## config.mk

```make
export PLATFORM = sky130hd
export DESIGN_NAME = sciq_top
export DESIGN_NICKNAME = d
export VERILOG_FILES = /design/src/hdl/sciq_pkg.sv /design/src/hdl/sciq_pin_if.sv /design/src/hdl/sciq_pin_sync.sv /design/src/hdl/sciq_top.sv
export VERILOG_INCLUDE_DIRS = /design/src /design/src/hdl
export SDC_FILE = /design/constraint.sdc
export NUM_CORES = 1
export LEC_CHECK = 0
export BUFFER_PORTS_ARGS = -buffer_cell sky130_fd_sc_hd__buf_2
export CAP_MARGIN = 20
export CORE_UTILIZATION = 53
export DETAILED_ROUTE_END_ITERATION = 8
export PLACE_DENSITY_LB_ADDON = 0.15
export SYNTH_ARGS = -nofsm -noshare
export SYNTH_HDL_FRONTEND = slang
export SYNTH_SLANG_ARGS = --single-unit
```

## constraint.sdc

```tcl
create_clock -name ref_clk -period 4 [get_ports ref_clk]
set_clock_uncertainty 0.2 [all_clocks]
set_input_delay 0.2 -clock ref_clk [delete_from_list [all_inputs] [get_ports ref_clk]]
set_output_delay 0.2 -clock ref_clk [all_outputs]
set_load 0.1 [all_outputs]
```

## src/hdl/sciq_cfg.svh

```systemverilog
/*
  offsets, field positions, reset values and pin idle levels of the serial
  mode and interrupt block. assumes inclusion by bare name ahead of any use.
*/
`default_nettype none
`ifndef SCIQ_CFG_SVH
`define SCIQ_CFG_SVH
`define SCIQ_ADDR_FLAGS   32'h4000a808
`define SCIQ_ADDR_ENABLES 32'h4000a848
`define SCIQ_ADDR_STYLE   32'h4000a854
`define SCIQ_ADDR_MODE    32'h4000c854
`define SCIQ_ADDR_FLOW    32'h4000c860
`define SCIQ_EVT_MASK     15'h7e1f
`define SCIQ_BIT_PARERR   14
`define SCIQ_BIT_FRMERR   13
`define SCIQ_BIT_TXDMAB   12
`define SCIQ_BIT_TXDMAA   11
`define SCIQ_BIT_RXDMAB   10
`define SCIQ_BIT_RXDMAA   9
`define SCIQ_BIT_TXUND    4
`define SCIQ_BIT_RXOVF    3
`define SCIQ_BIT_TXIDLE   2
`define SCIQ_BIT_TXFREE   1
`define SCIQ_BIT_RXVAL    0
`define SCIQ_MODE_OFF     2'h0
`define SCIQ_MODE_UART    2'h1
`define SCIQ_MODE_SPI     2'h2
`define SCIQ_FLAGS_RESET  15'h0000
`define SCIQ_ENABLE_RESET 15'h0000
`define SCIQ_STYLE_RESET  3'h0
`define SCIQ_FLOW_RESET   1'h0
`define SCIQ_RESP_OKAY    2'h0
`define SCIQ_RESP_SLVERR  2'h2
`define SCIQ_PIN_IDLE     3'h4
`endif
`default_nettype wire

```

## src/hdl/sciq_pkg.sv

```systemverilog
/*
  types of the serial mode and interrupt block: write phase and state record.
  assumes sciq_cfg.svh for nothing; widths here are fixed by the register map.
*/
`default_nettype none
package sciq_pkg;
  typedef enum logic {SCIQ_WR_COLLECT, SCIQ_WR_RESP} sciq_wr_t;

  typedef struct packed {
    sciq_wr_t    wrPhase;
    logic        awReady;
    logic        wReady;
    logic        awHeld;
    logic        wHeld;
    logic [31:0] awAddr;
    logic [31:0] wData;
    logic [3:0]  wStrb;
    logic        bValid;
    logic [1:0]  bResp;
    logic        arReady;
    logic        rValid;
    logic [31:0] rData;
    logic [1:0]  rResp;
    logic [14:0] flags;
    logic [14:0] enables;
    logic [2:0]  style;
    logic [1:0]  mode;
    logic        flowCtl;
    logic [2:0]  prevLevel;
    logic        irq;
    logic        spiActive;
    logic        uartActive;
    logic        pb1Out;
    logic        pb1Oe;
    logic        pb4Out;
    logic        pb4Oe;
    logic        slaveIn;
    logic        spiClk;
    logic        spiClkRise;
    logic        spiClkFall;
    logic        slaveSelN;
    logic        uartRx;
    logic        ctsN;
  } sciq_state_t;
endpackage
`default_nettype wire

```

## src/hdl/sciq_pin_if.sv

```systemverilog
/*
  carrier between the pin synchroniser and the main block.
  assumes both ends run on ref_clk.
*/
`default_nettype none
interface sciq_pin_if #(parameter int WIDTH = 3);
  logic [WIDTH-1:0] raw;
  logic [WIDTH-1:0] level;
  logic [WIDTH-1:0] rise;
  logic [WIDTH-1:0] fall;
  modport sync (input raw, output level, output rise, output fall);
  modport user (output raw, input level, input rise, input fall);
endinterface
`default_nettype wire

```

## src/hdl/sciq_pin_sync.sv

```systemverilog
/*
  three-stage synchroniser with agreement filter and edge pulses for pin inputs.
  assumes raw pins are asynchronous to ref_clk; reset is synchronous, active high.
*/
`default_nettype none
module sciq_pin_sync #(
  parameter int               WIDTH = 3,
  parameter logic [WIDTH-1:0] IDLE  = '0
) (
  input wire logic ref_clk,
  input wire logic sys_rst,
  sciq_pin_if.sync pins
);
  typedef struct packed {
    logic [WIDTH-1:0] s1;
    logic [WIDTH-1:0] s2;
    logic [WIDTH-1:0] s3;
    logic [WIDTH-1:0] level;
    logic [WIDTH-1:0] rise;
    logic [WIDTH-1:0] fall;
  } sciq_sync_t;

  sciq_sync_t syncReg;
  sciq_sync_t syncNext;

  if (WIDTH < 1)
  begin : g_width_check
    $error("sciq_pin_sync needs at least one line");
  end

  // s1 is seen by s2 only; the filter looks at s2 and s3
  always_comb
  begin
    syncNext = syncReg;
    syncNext.s1 = pins.raw;
    syncNext.s2 = syncReg.s1;
    syncNext.s3 = syncReg.s2;
    for (int i = 0; i < WIDTH; i++)
    begin
      if (syncReg.s2[i] == syncReg.s3[i])
      begin
        syncNext.level[i] = syncReg.s3[i];
      end
      syncNext.rise[i] = (syncReg.s2[i] == syncReg.s3[i]) && syncReg.s3[i] && !syncReg.level[i];
      syncNext.fall[i] = (syncReg.s2[i] == syncReg.s3[i]) && !syncReg.s3[i] && syncReg.level[i];
    end
  end

  always_ff @(posedge ref_clk)
  begin
    if (sys_rst)
    begin
      syncReg <= '{s1: IDLE, s2: IDLE, s3: IDLE, level: IDLE, rise: '0, fall: '0};
    end
    else
    begin
      syncReg <= syncNext;
    end
  end

  assign pins.level = syncReg.level;
  assign pins.rise  = syncReg.rise;
  assign pins.fall  = syncReg.fall;
endmodule // sciq_pin_sync
`default_nettype wire

```

## src/hdl/sciq_top.sv

```systemverilog
/*
  serial controller mode selection, pin roles and interrupt bookkeeping
  behind an axi4-lite slave. assumes shift engines, fifos and dma on ref_clk
  deliver event pulses and status levels; pins pb2..pb4 are asynchronous.
*/
// Added by the designer: register access over AXI4-Lite.
`include "sciq_cfg.svh"
`default_nettype none
module sciq_top (
  input  wire logic        ref_clk,
  input  wire logic        sys_rst,
  input  wire logic [31:0] s_axi_awaddr,
  input  wire logic [2:0]  s_axi_awprot,
  input  wire logic        s_axi_awvalid,
  output var  logic        s_axi_awready,
  input  wire logic [31:0] s_axi_wdata,
  input  wire logic [3:0]  s_axi_wstrb,
  input  wire logic        s_axi_wvalid,
  output var  logic        s_axi_wready,
  output var  logic [1:0]  s_axi_bresp,
  output var  logic        s_axi_bvalid,
  input  wire logic        s_axi_bready,
  input  wire logic [31:0] s_axi_araddr,
  input  wire logic [2:0]  s_axi_arprot,
  input  wire logic        s_axi_arvalid,
  output var  logic        s_axi_arready,
  output var  logic [31:0] s_axi_rdata,
  output var  logic [1:0]  s_axi_rresp,
  output var  logic        s_axi_rvalid,
  input  wire logic        s_axi_rready,
  input  wire logic        parityErrorEvent,
  input  wire logic        framingErrorEvent,
  input  wire logic        txDmaBufBDone,
  input  wire logic        txDmaBufADone,
  input  wire logic        rxDmaBufBDone,
  input  wire logic        rxDmaBufADone,
  input  wire logic        txUnderrunEvent,
  input  wire logic        rxOverrunEvent,
  input  wire logic        txIdleEvent,
  input  wire logic        txSpaceEvent,
  input  wire logic        rxHasByteEvent,
  input  wire logic        slaveOutLine,
  input  wire logic        uartTxLine,
  input  wire logic        requestToSendLineN,
  input  wire logic        pb2In,
  input  wire logic        pb3In,
  input  wire logic        pb4In,
  output var  logic        pb1Out,
  output var  logic        pb1Oe,
  output var  logic        pb4Out,
  output var  logic        pb4Oe,
  output var  logic        spiSelect,
  output var  logic        uartSelect,
  output var  logic        slaveInLine,
  output var  logic        spiClockLine,
  output var  logic        spiClockRise,
  output var  logic        spiClockFall,
  output var  logic        slaveSelectLineN,
  output var  logic        uartRxLine,
  output var  logic        clearToSendLineN,
  output var  logic        serialIrq
);
  sciq_pkg::sciq_state_t stateReg;
  sciq_pkg::sciq_state_t stateNext;
  logic [31:0]           laneMask;
  logic [14:0]           setMask;
  logic [14:0]           clrMask;
  logic [2:0]            levelNow;
  logic                  flagWrite;

  sciq_pin_if #(.WIDTH(3)) pins ();

  sciq_pin_sync #(
    .WIDTH (3),
    .IDLE  (`SCIQ_PIN_IDLE)
  ) u_pin_sync (
    .ref_clk (ref_clk),
    .sys_rst (sys_rst),
    .pins    (pins)
  );

  assign pins.raw = {pb4In, pb3In, pb2In};

  function automatic logic [31:0] lanes(input logic [3:0] strb);
    lanes = {{8{strb[3]}}, {8{strb[2]}}, {8{strb[1]}}, {8{strb[0]}}};
  endfunction

  function automatic logic isMapped(input logic [31:0] addr);
    isMapped = (addr == `SCIQ_ADDR_FLAGS) || (addr == `SCIQ_ADDR_ENABLES) ||
               (addr == `SCIQ_ADDR_STYLE) || (addr == `SCIQ_ADDR_MODE) ||
               (addr == `SCIQ_ADDR_FLOW);
  endfunction

  always_comb
  begin
    stateNext = stateReg;
    laneMask  = lanes(stateReg.wStrb);
    clrMask   = '0;
    flagWrite = 1'b0;
    levelNow  = {txIdleEvent, txSpaceEvent, rxHasByteEvent};

    // write address and data are taken in either order
    if (s_axi_awvalid && stateReg.awReady)
    begin
      stateNext.awHeld = 1'b1;
      stateNext.awAddr = s_axi_awaddr;
    end
    if (s_axi_wvalid && stateReg.wReady)
    begin
      stateNext.wHeld = 1'b1;
      stateNext.wData = s_axi_wdata;
      stateNext.wStrb = s_axi_wstrb;
    end
    if (stateReg.wrPhase == sciq_pkg::SCIQ_WR_COLLECT && stateReg.awHeld && stateReg.wHeld)
    begin
      stateNext.awHeld  = 1'b0;
      stateNext.wHeld   = 1'b0;
      stateNext.bValid  = 1'b1;
      stateNext.wrPhase = sciq_pkg::SCIQ_WR_RESP;
      stateNext.bResp   = isMapped(stateReg.awAddr) ? `SCIQ_RESP_OKAY : `SCIQ_RESP_SLVERR;
      case (stateReg.awAddr)
        `SCIQ_ADDR_FLAGS:
        begin
          flagWrite = 1'b1;
          clrMask   = stateReg.wData[14:0] & laneMask[14:0];
        end
        `SCIQ_ADDR_ENABLES:
        begin
          stateNext.enables = ((stateReg.enables & ~laneMask[14:0]) |
                               (stateReg.wData[14:0] & laneMask[14:0])) & `SCIQ_EVT_MASK;
        end
        `SCIQ_ADDR_STYLE:
        begin
          stateNext.style = (stateReg.style & ~laneMask[2:0]) |
                            (stateReg.wData[2:0] & laneMask[2:0]);
        end
        `SCIQ_ADDR_MODE:
        begin
          // engines start only here, so earlier setup is complete by then
          stateNext.mode = (stateReg.mode & ~laneMask[1:0]) |
                           (stateReg.wData[1:0] & laneMask[1:0]);
        end
        `SCIQ_ADDR_FLOW:
        begin
          stateNext.flowCtl = (stateReg.flowCtl & ~laneMask[0]) |
                              (stateReg.wData[0] & laneMask[0]);
        end
        default:
        begin
          stateNext.bResp = `SCIQ_RESP_SLVERR;
        end
      endcase
    end
    if (stateReg.bValid && s_axi_bready)
    begin
      stateNext.bValid  = 1'b0;
      stateNext.wrPhase = sciq_pkg::SCIQ_WR_COLLECT;
    end
    stateNext.awReady = !stateNext.awHeld && !stateNext.bValid;
    stateNext.wReady  = !stateNext.wHeld && !stateNext.bValid;

    // reads never disturb state; flags stay visible with enables clear
    if (s_axi_arvalid && stateReg.arReady)
    begin
      stateNext.rValid = 1'b1;
      stateNext.rResp  = isMapped(s_axi_araddr) ? `SCIQ_RESP_OKAY : `SCIQ_RESP_SLVERR;
      case (s_axi_araddr)
        `SCIQ_ADDR_FLAGS:   stateNext.rData = {17'h00000, stateReg.flags};
        `SCIQ_ADDR_ENABLES: stateNext.rData = {17'h00000, stateReg.enables};
        `SCIQ_ADDR_STYLE:   stateNext.rData = {29'h00000000, stateReg.style};
        `SCIQ_ADDR_MODE:    stateNext.rData = {30'h00000000, stateReg.mode};
        `SCIQ_ADDR_FLOW:    stateNext.rData = {31'h00000000, stateReg.flowCtl};
        default:            stateNext.rData = 32'h00000000;
      endcase
    end
    else if (stateReg.rValid && s_axi_rready)
    begin
      stateNext.rValid = 1'b0;
    end
    stateNext.arReady = !stateNext.rValid;

    // fifo and dma events reach the same flags in either mode
    setMask = '0;
    setMask[`SCIQ_BIT_PARERR] = parityErrorEvent;
    setMask[`SCIQ_BIT_FRMERR] = framingErrorEvent;
    setMask[`SCIQ_BIT_TXDMAB] = txDmaBufBDone;
    setMask[`SCIQ_BIT_TXDMAA] = txDmaBufADone;
    setMask[`SCIQ_BIT_RXDMAB] = rxDmaBufBDone;
    setMask[`SCIQ_BIT_RXDMAA] = rxDmaBufADone;
    setMask[`SCIQ_BIT_TXUND]  = txUnderrunEvent;
    setMask[`SCIQ_BIT_RXOVF]  = rxOverrunEvent;
    for (int i = 0; i < 3; i++)
    begin
      // level style keeps re-setting the flag while the condition lasts
      setMask[i] = stateReg.style[i] ? levelNow[i] : (levelNow[i] && !stateReg.prevLevel[i]);
    end
    stateNext.prevLevel = levelNow;
    // a set in the clearing cycle wins
    stateNext.flags = ((stateReg.flags & ~clrMask) | setMask) & `SCIQ_EVT_MASK;
    stateNext.irq   = |(stateReg.flags & stateReg.enables);

    stateNext.spiActive  = (stateReg.mode == `SCIQ_MODE_SPI);
    stateNext.uartActive = (stateReg.mode == `SCIQ_MODE_UART);
    // slave out is driven even while deselected
    stateNext.pb1Oe  = stateNext.spiActive || stateNext.uartActive;
    stateNext.pb1Out = stateNext.spiActive ? slaveOutLine :
                       (stateNext.uartActive ? uartTxLine : 1'b1);
    // clock and select are never driven: pb3 has no driver, pb4 only in uart
    stateNext.pb4Oe  = stateNext.uartActive && stateReg.flowCtl;
    stateNext.pb4Out = stateNext.pb4Oe ? requestToSendLineN : 1'b1;
    stateNext.slaveIn    = stateNext.spiActive && pins.level[0];
    stateNext.spiClk     = stateNext.spiActive && pins.level[1];
    stateNext.spiClkRise = stateNext.spiActive && pins.rise[1];
    stateNext.spiClkFall = stateNext.spiActive && pins.fall[1];
    stateNext.slaveSelN  = !stateNext.spiActive || pins.level[2];
    stateNext.uartRx     = !stateNext.uartActive || pins.level[0];
    stateNext.ctsN       = !(stateNext.uartActive && stateReg.flowCtl) || pins.level[1];
  end

  always_ff @(posedge ref_clk)
  begin
    if (sys_rst)
    begin
      stateReg         <= '0;
      stateReg.wrPhase <= sciq_pkg::SCIQ_WR_COLLECT;
      stateReg.flags   <= `SCIQ_FLAGS_RESET;
      stateReg.enables <= `SCIQ_ENABLE_RESET;
      stateReg.style   <= `SCIQ_STYLE_RESET;
      stateReg.mode    <= `SCIQ_MODE_OFF;
      stateReg.flowCtl <= `SCIQ_FLOW_RESET;
      stateReg.pb1Out  <= 1'b1;
      stateReg.pb4Out  <= 1'b1;
      stateReg.slaveSelN <= 1'b1;
      stateReg.uartRx  <= 1'b1;
      stateReg.ctsN    <= 1'b1;
    end
    else
    begin
      stateReg <= stateNext;
    end
  end

  assign s_axi_awready    = stateReg.awReady;
  assign s_axi_wready     = stateReg.wReady;
  assign s_axi_bresp      = stateReg.bResp;
  assign s_axi_bvalid     = stateReg.bValid;
  assign s_axi_arready    = stateReg.arReady;
  assign s_axi_rdata      = stateReg.rData;
  assign s_axi_rresp      = stateReg.rResp;
  assign s_axi_rvalid     = stateReg.rValid;
  assign pb1Out           = stateReg.pb1Out;
  assign pb1Oe            = stateReg.pb1Oe;
  assign pb4Out           = stateReg.pb4Out;
  assign pb4Oe            = stateReg.pb4Oe;
  assign spiSelect        = stateReg.spiActive;
  assign uartSelect       = stateReg.uartActive;
  assign slaveInLine      = stateReg.slaveIn;
  assign spiClockLine     = stateReg.spiClk;
  assign spiClockRise     = stateReg.spiClkRise;
  assign spiClockFall     = stateReg.spiClkFall;
  assign slaveSelectLineN = stateReg.slaveSelN;
  assign uartRxLine       = stateReg.uartRx;
  assign clearToSendLineN = stateReg.ctsN;
  assign serialIrq        = stateReg.irq;
endmodule // sciq_top
`default_nettype wire

```

==> qor.yml <==
hp-class: "primary input to flip-flop"
hold_viol_final: 0
overflow: 0
grt_pass1_vias: 4500
path_clk_slew_ps: 60
ir_worst_vdd_mv: 0.332
area.sequential_mm2: 0.00250
port_buffers: 132
period_minus_slack_ps: 3360
pre_cts_slack_ps: 1490
cp_max_fo: 6
routedWlPerCell_um: 13.6
reg2reg_slack_ps: 640
grt_max_degree: 114
cap_violations: 0
async_flop_share: 0
synth-edff-count: 0
r2r-end: "s_axi_rdata[0]"
die_h_um: 100
path_class: "flip-flop to flip-flop"
setup_viol: 0
post-route-cell-area_mm2: 0.00713
drt_pass1_iterations: 8
fin_nets: 920
initial_core_util: 0.550
die_area_mm2: 0.0101
syn_avg_cell_area_um2: 8.59
crit_required_ps: 4230
gp_congestion: 0.865
synth-seq-cells: 125
htree_levels: 4
critPathMaxStageDelay_ps: 610
rsz0062_at_grt: "false"
worst_setup_path_end_kind: "flip-flop"
rows: 35
r2r-start: "s_axi_arready"
timing.hold.ws_ps: 29.9
max_slew_margin: 0.304
slew_viol_final: 0
min_to: "stateReg[128]"
final_layout_size_suffix_gt1_frac: 0.220
powerDensity_mw_per_mm2: 474
multi_input_area_mm2: 0.00228
fillers: 678
p_leak_nw: 2.98
route.vias.total: 4763
cts_resized: 0
clock_latency_ps: 520
first_iter_violations: 242
max_freq_ghz: 0.297
vias_per_cell: 5.13
grt_pass1_wl_um: 20300
core_area_mm2: 0.00933
tritoncts: "built"
place_area_mm2: 0.00567
clock_path_buffers: 2
worstHoldStart: "s_axi_awvalid"
tightest_slew_ps: 1040
worst_path_max_delay_cell: "dlygate4sd3_1"
setup-tns-final_ps: 0
cpMostUsedCell: "dlygate4sd3_1"
timing.final.ws_setup_ps: 635
worst-path-buf-inv: 3
cpLargestDelayFamily: "buffers and inverters"
finalWirelength_um: 12600
critPathLaunchType: "flip-flop"
dp_hpwl_um: 7700
clkSinkCount: 125
track_usage: 0.260
status: "finished, final reports clean"
dieWidth_um: 100
cts_root_buf: "clkbuf_8"
drcViolationCount: 0
r2r_cells: 8
cts_made_buffers: 17
power_mw: 3.38
period_share: 0.841
antenna_found_initial: 0
whs_path_depth: 4
cp.arrival_ps: 3600
crit_chain: "nand2_1, or4_1, dlygate4sd3_1, nor2_1, dlygate4sd3_1, o31ai_1, dlygate4sd3_1, a21oi_1"
io_pins: 185
syn_to_final_growth_pct: 39.0
ys_seq_area_frac: 0.488
ys_warn_count: 0
synth_area_mm2: 0.00513
ys_types: 51
synth_cells: 597
ant_nets: 0
yosys_most_used_dff: "dfxtp_1"
## where the power goes
part | total (mW) | leakage, nW | switching [mW] | internal [mW]
Sequential | 1.32 | 1.02 | 0.0307 | 1.29
Clock | 1.68 | 0.309 | 0.564 | 1.12
Combinational | 0.382 | 1.65 | 0.246 | 0.136
Total | 3.38 | 2.98 | 0.841 | 2.54
## worst max-delay path by stage
stage | start | end | slack (ps) | cells past startpoint
6_report | s_axi_arready | s_axi_rdata[0] | 640 | 8
5_1_grt | s_axi_arready | s_axi_rdata[0] | 460 | 8
4_1_cts | s_axi_arready | s_axi_rdata[0] | 650 | 8
3_5_place_dp | stateReg[133] | stateReg[39] | 1490 | 5
3_3_place_gp | stateReg[133] | stateReg[38] | 1570 | 5
2_1_floorplan | s_axi_arready | s_axi_rdata[10] | 1440 | 5
## per-stage QoR
step	utilization	cells
CTS	0.761	927
floorplan	-	619
global route	0.764	928
finish	0.765	929
global placement	0.608	817
detailed placement	0.608	817
## per-layer routing
layer	wire, um	vias up	global-route usage
li1	-	2373	-
met1	5230	2178	0.292
met2	6390	184	0.457
met3	708	28	0.0717
met4	273	0	0.118
met5	0	-	0
## cell usage after synthesis (all sizes together) (5+ instances only)
cell	count	area share
inv	14	0.010
a21oi	71	0.069
a31oi	10	0.012
mux2i	16	0.031
nand3	16	0.016
nor3b	5	0.012
o21ai	21	0.020
nor4	8	0.0098
dfxtp	125	0.49
nor3	9	0.0088
nand2b	18	0.022
clkbuf	22	0.016
nor2b	14	0.017
and2	7	0.0085
nor2	17	0.012
or2	7	0.0085
buf	42	0.058
a211oi	6	0.0088
nand2	116	0.085
o21bai	10	0.015
## placed cells by master, fill, tap and decap left out, types with 16 or more instances in the layout
cell type and n:
a21oi_1 71, nand3_1 16, mux2i_1 16, nand2b_1 18, dfxtp_1 125, buf_2 131
nor2_1 17, conb_1 23, dlygate4sd3_1 78, nand2_1 116, clkbuf_16 16
## area by class of cell
class	instances	share of cell area
Clock inverter	12	0.0291
Antenna cell	1	0.000351
Sequential cell	125	0.351
Inverter	14	0.00737
Clock buffer	20	0.0625
Tap cell	129	0.0226
Timing Repair Buffer	212	0.207
Multi-Input combinational cell	416	0.320
## repair_timing
action | 4_1_cts | 5_1_grt
hold buffers | 78 | 0
endpoints found under the hold margin | 80 | 0
setup buffers | 0 | 0
## cell families after synthesis
group | count (synthesis) | share of synthesized area
and+or+nand+nor | 237 | 0.232
AOI/OAI and AO/OA | 134 | 0.150
DFF | 125 | 0.488
buffers and inverters | 78 | 0.0839
muxes | 18 | 0.0356
adders and majority gates | 4 | 0.00975
other | 1 | 0.000731
## worst register-to-register path, stage by stage, from the launching register on
cell           delay [ps]
dfxtp_1               360
nand2_1               150
or4_1                 480
dlygate4sd3_1         590
nor2_1                170
dlygate4sd3_1         610
o31ai_1                70
dlygate4sd3_1         550
a21oi_1               110
Power figures use the tool's default switching activity.
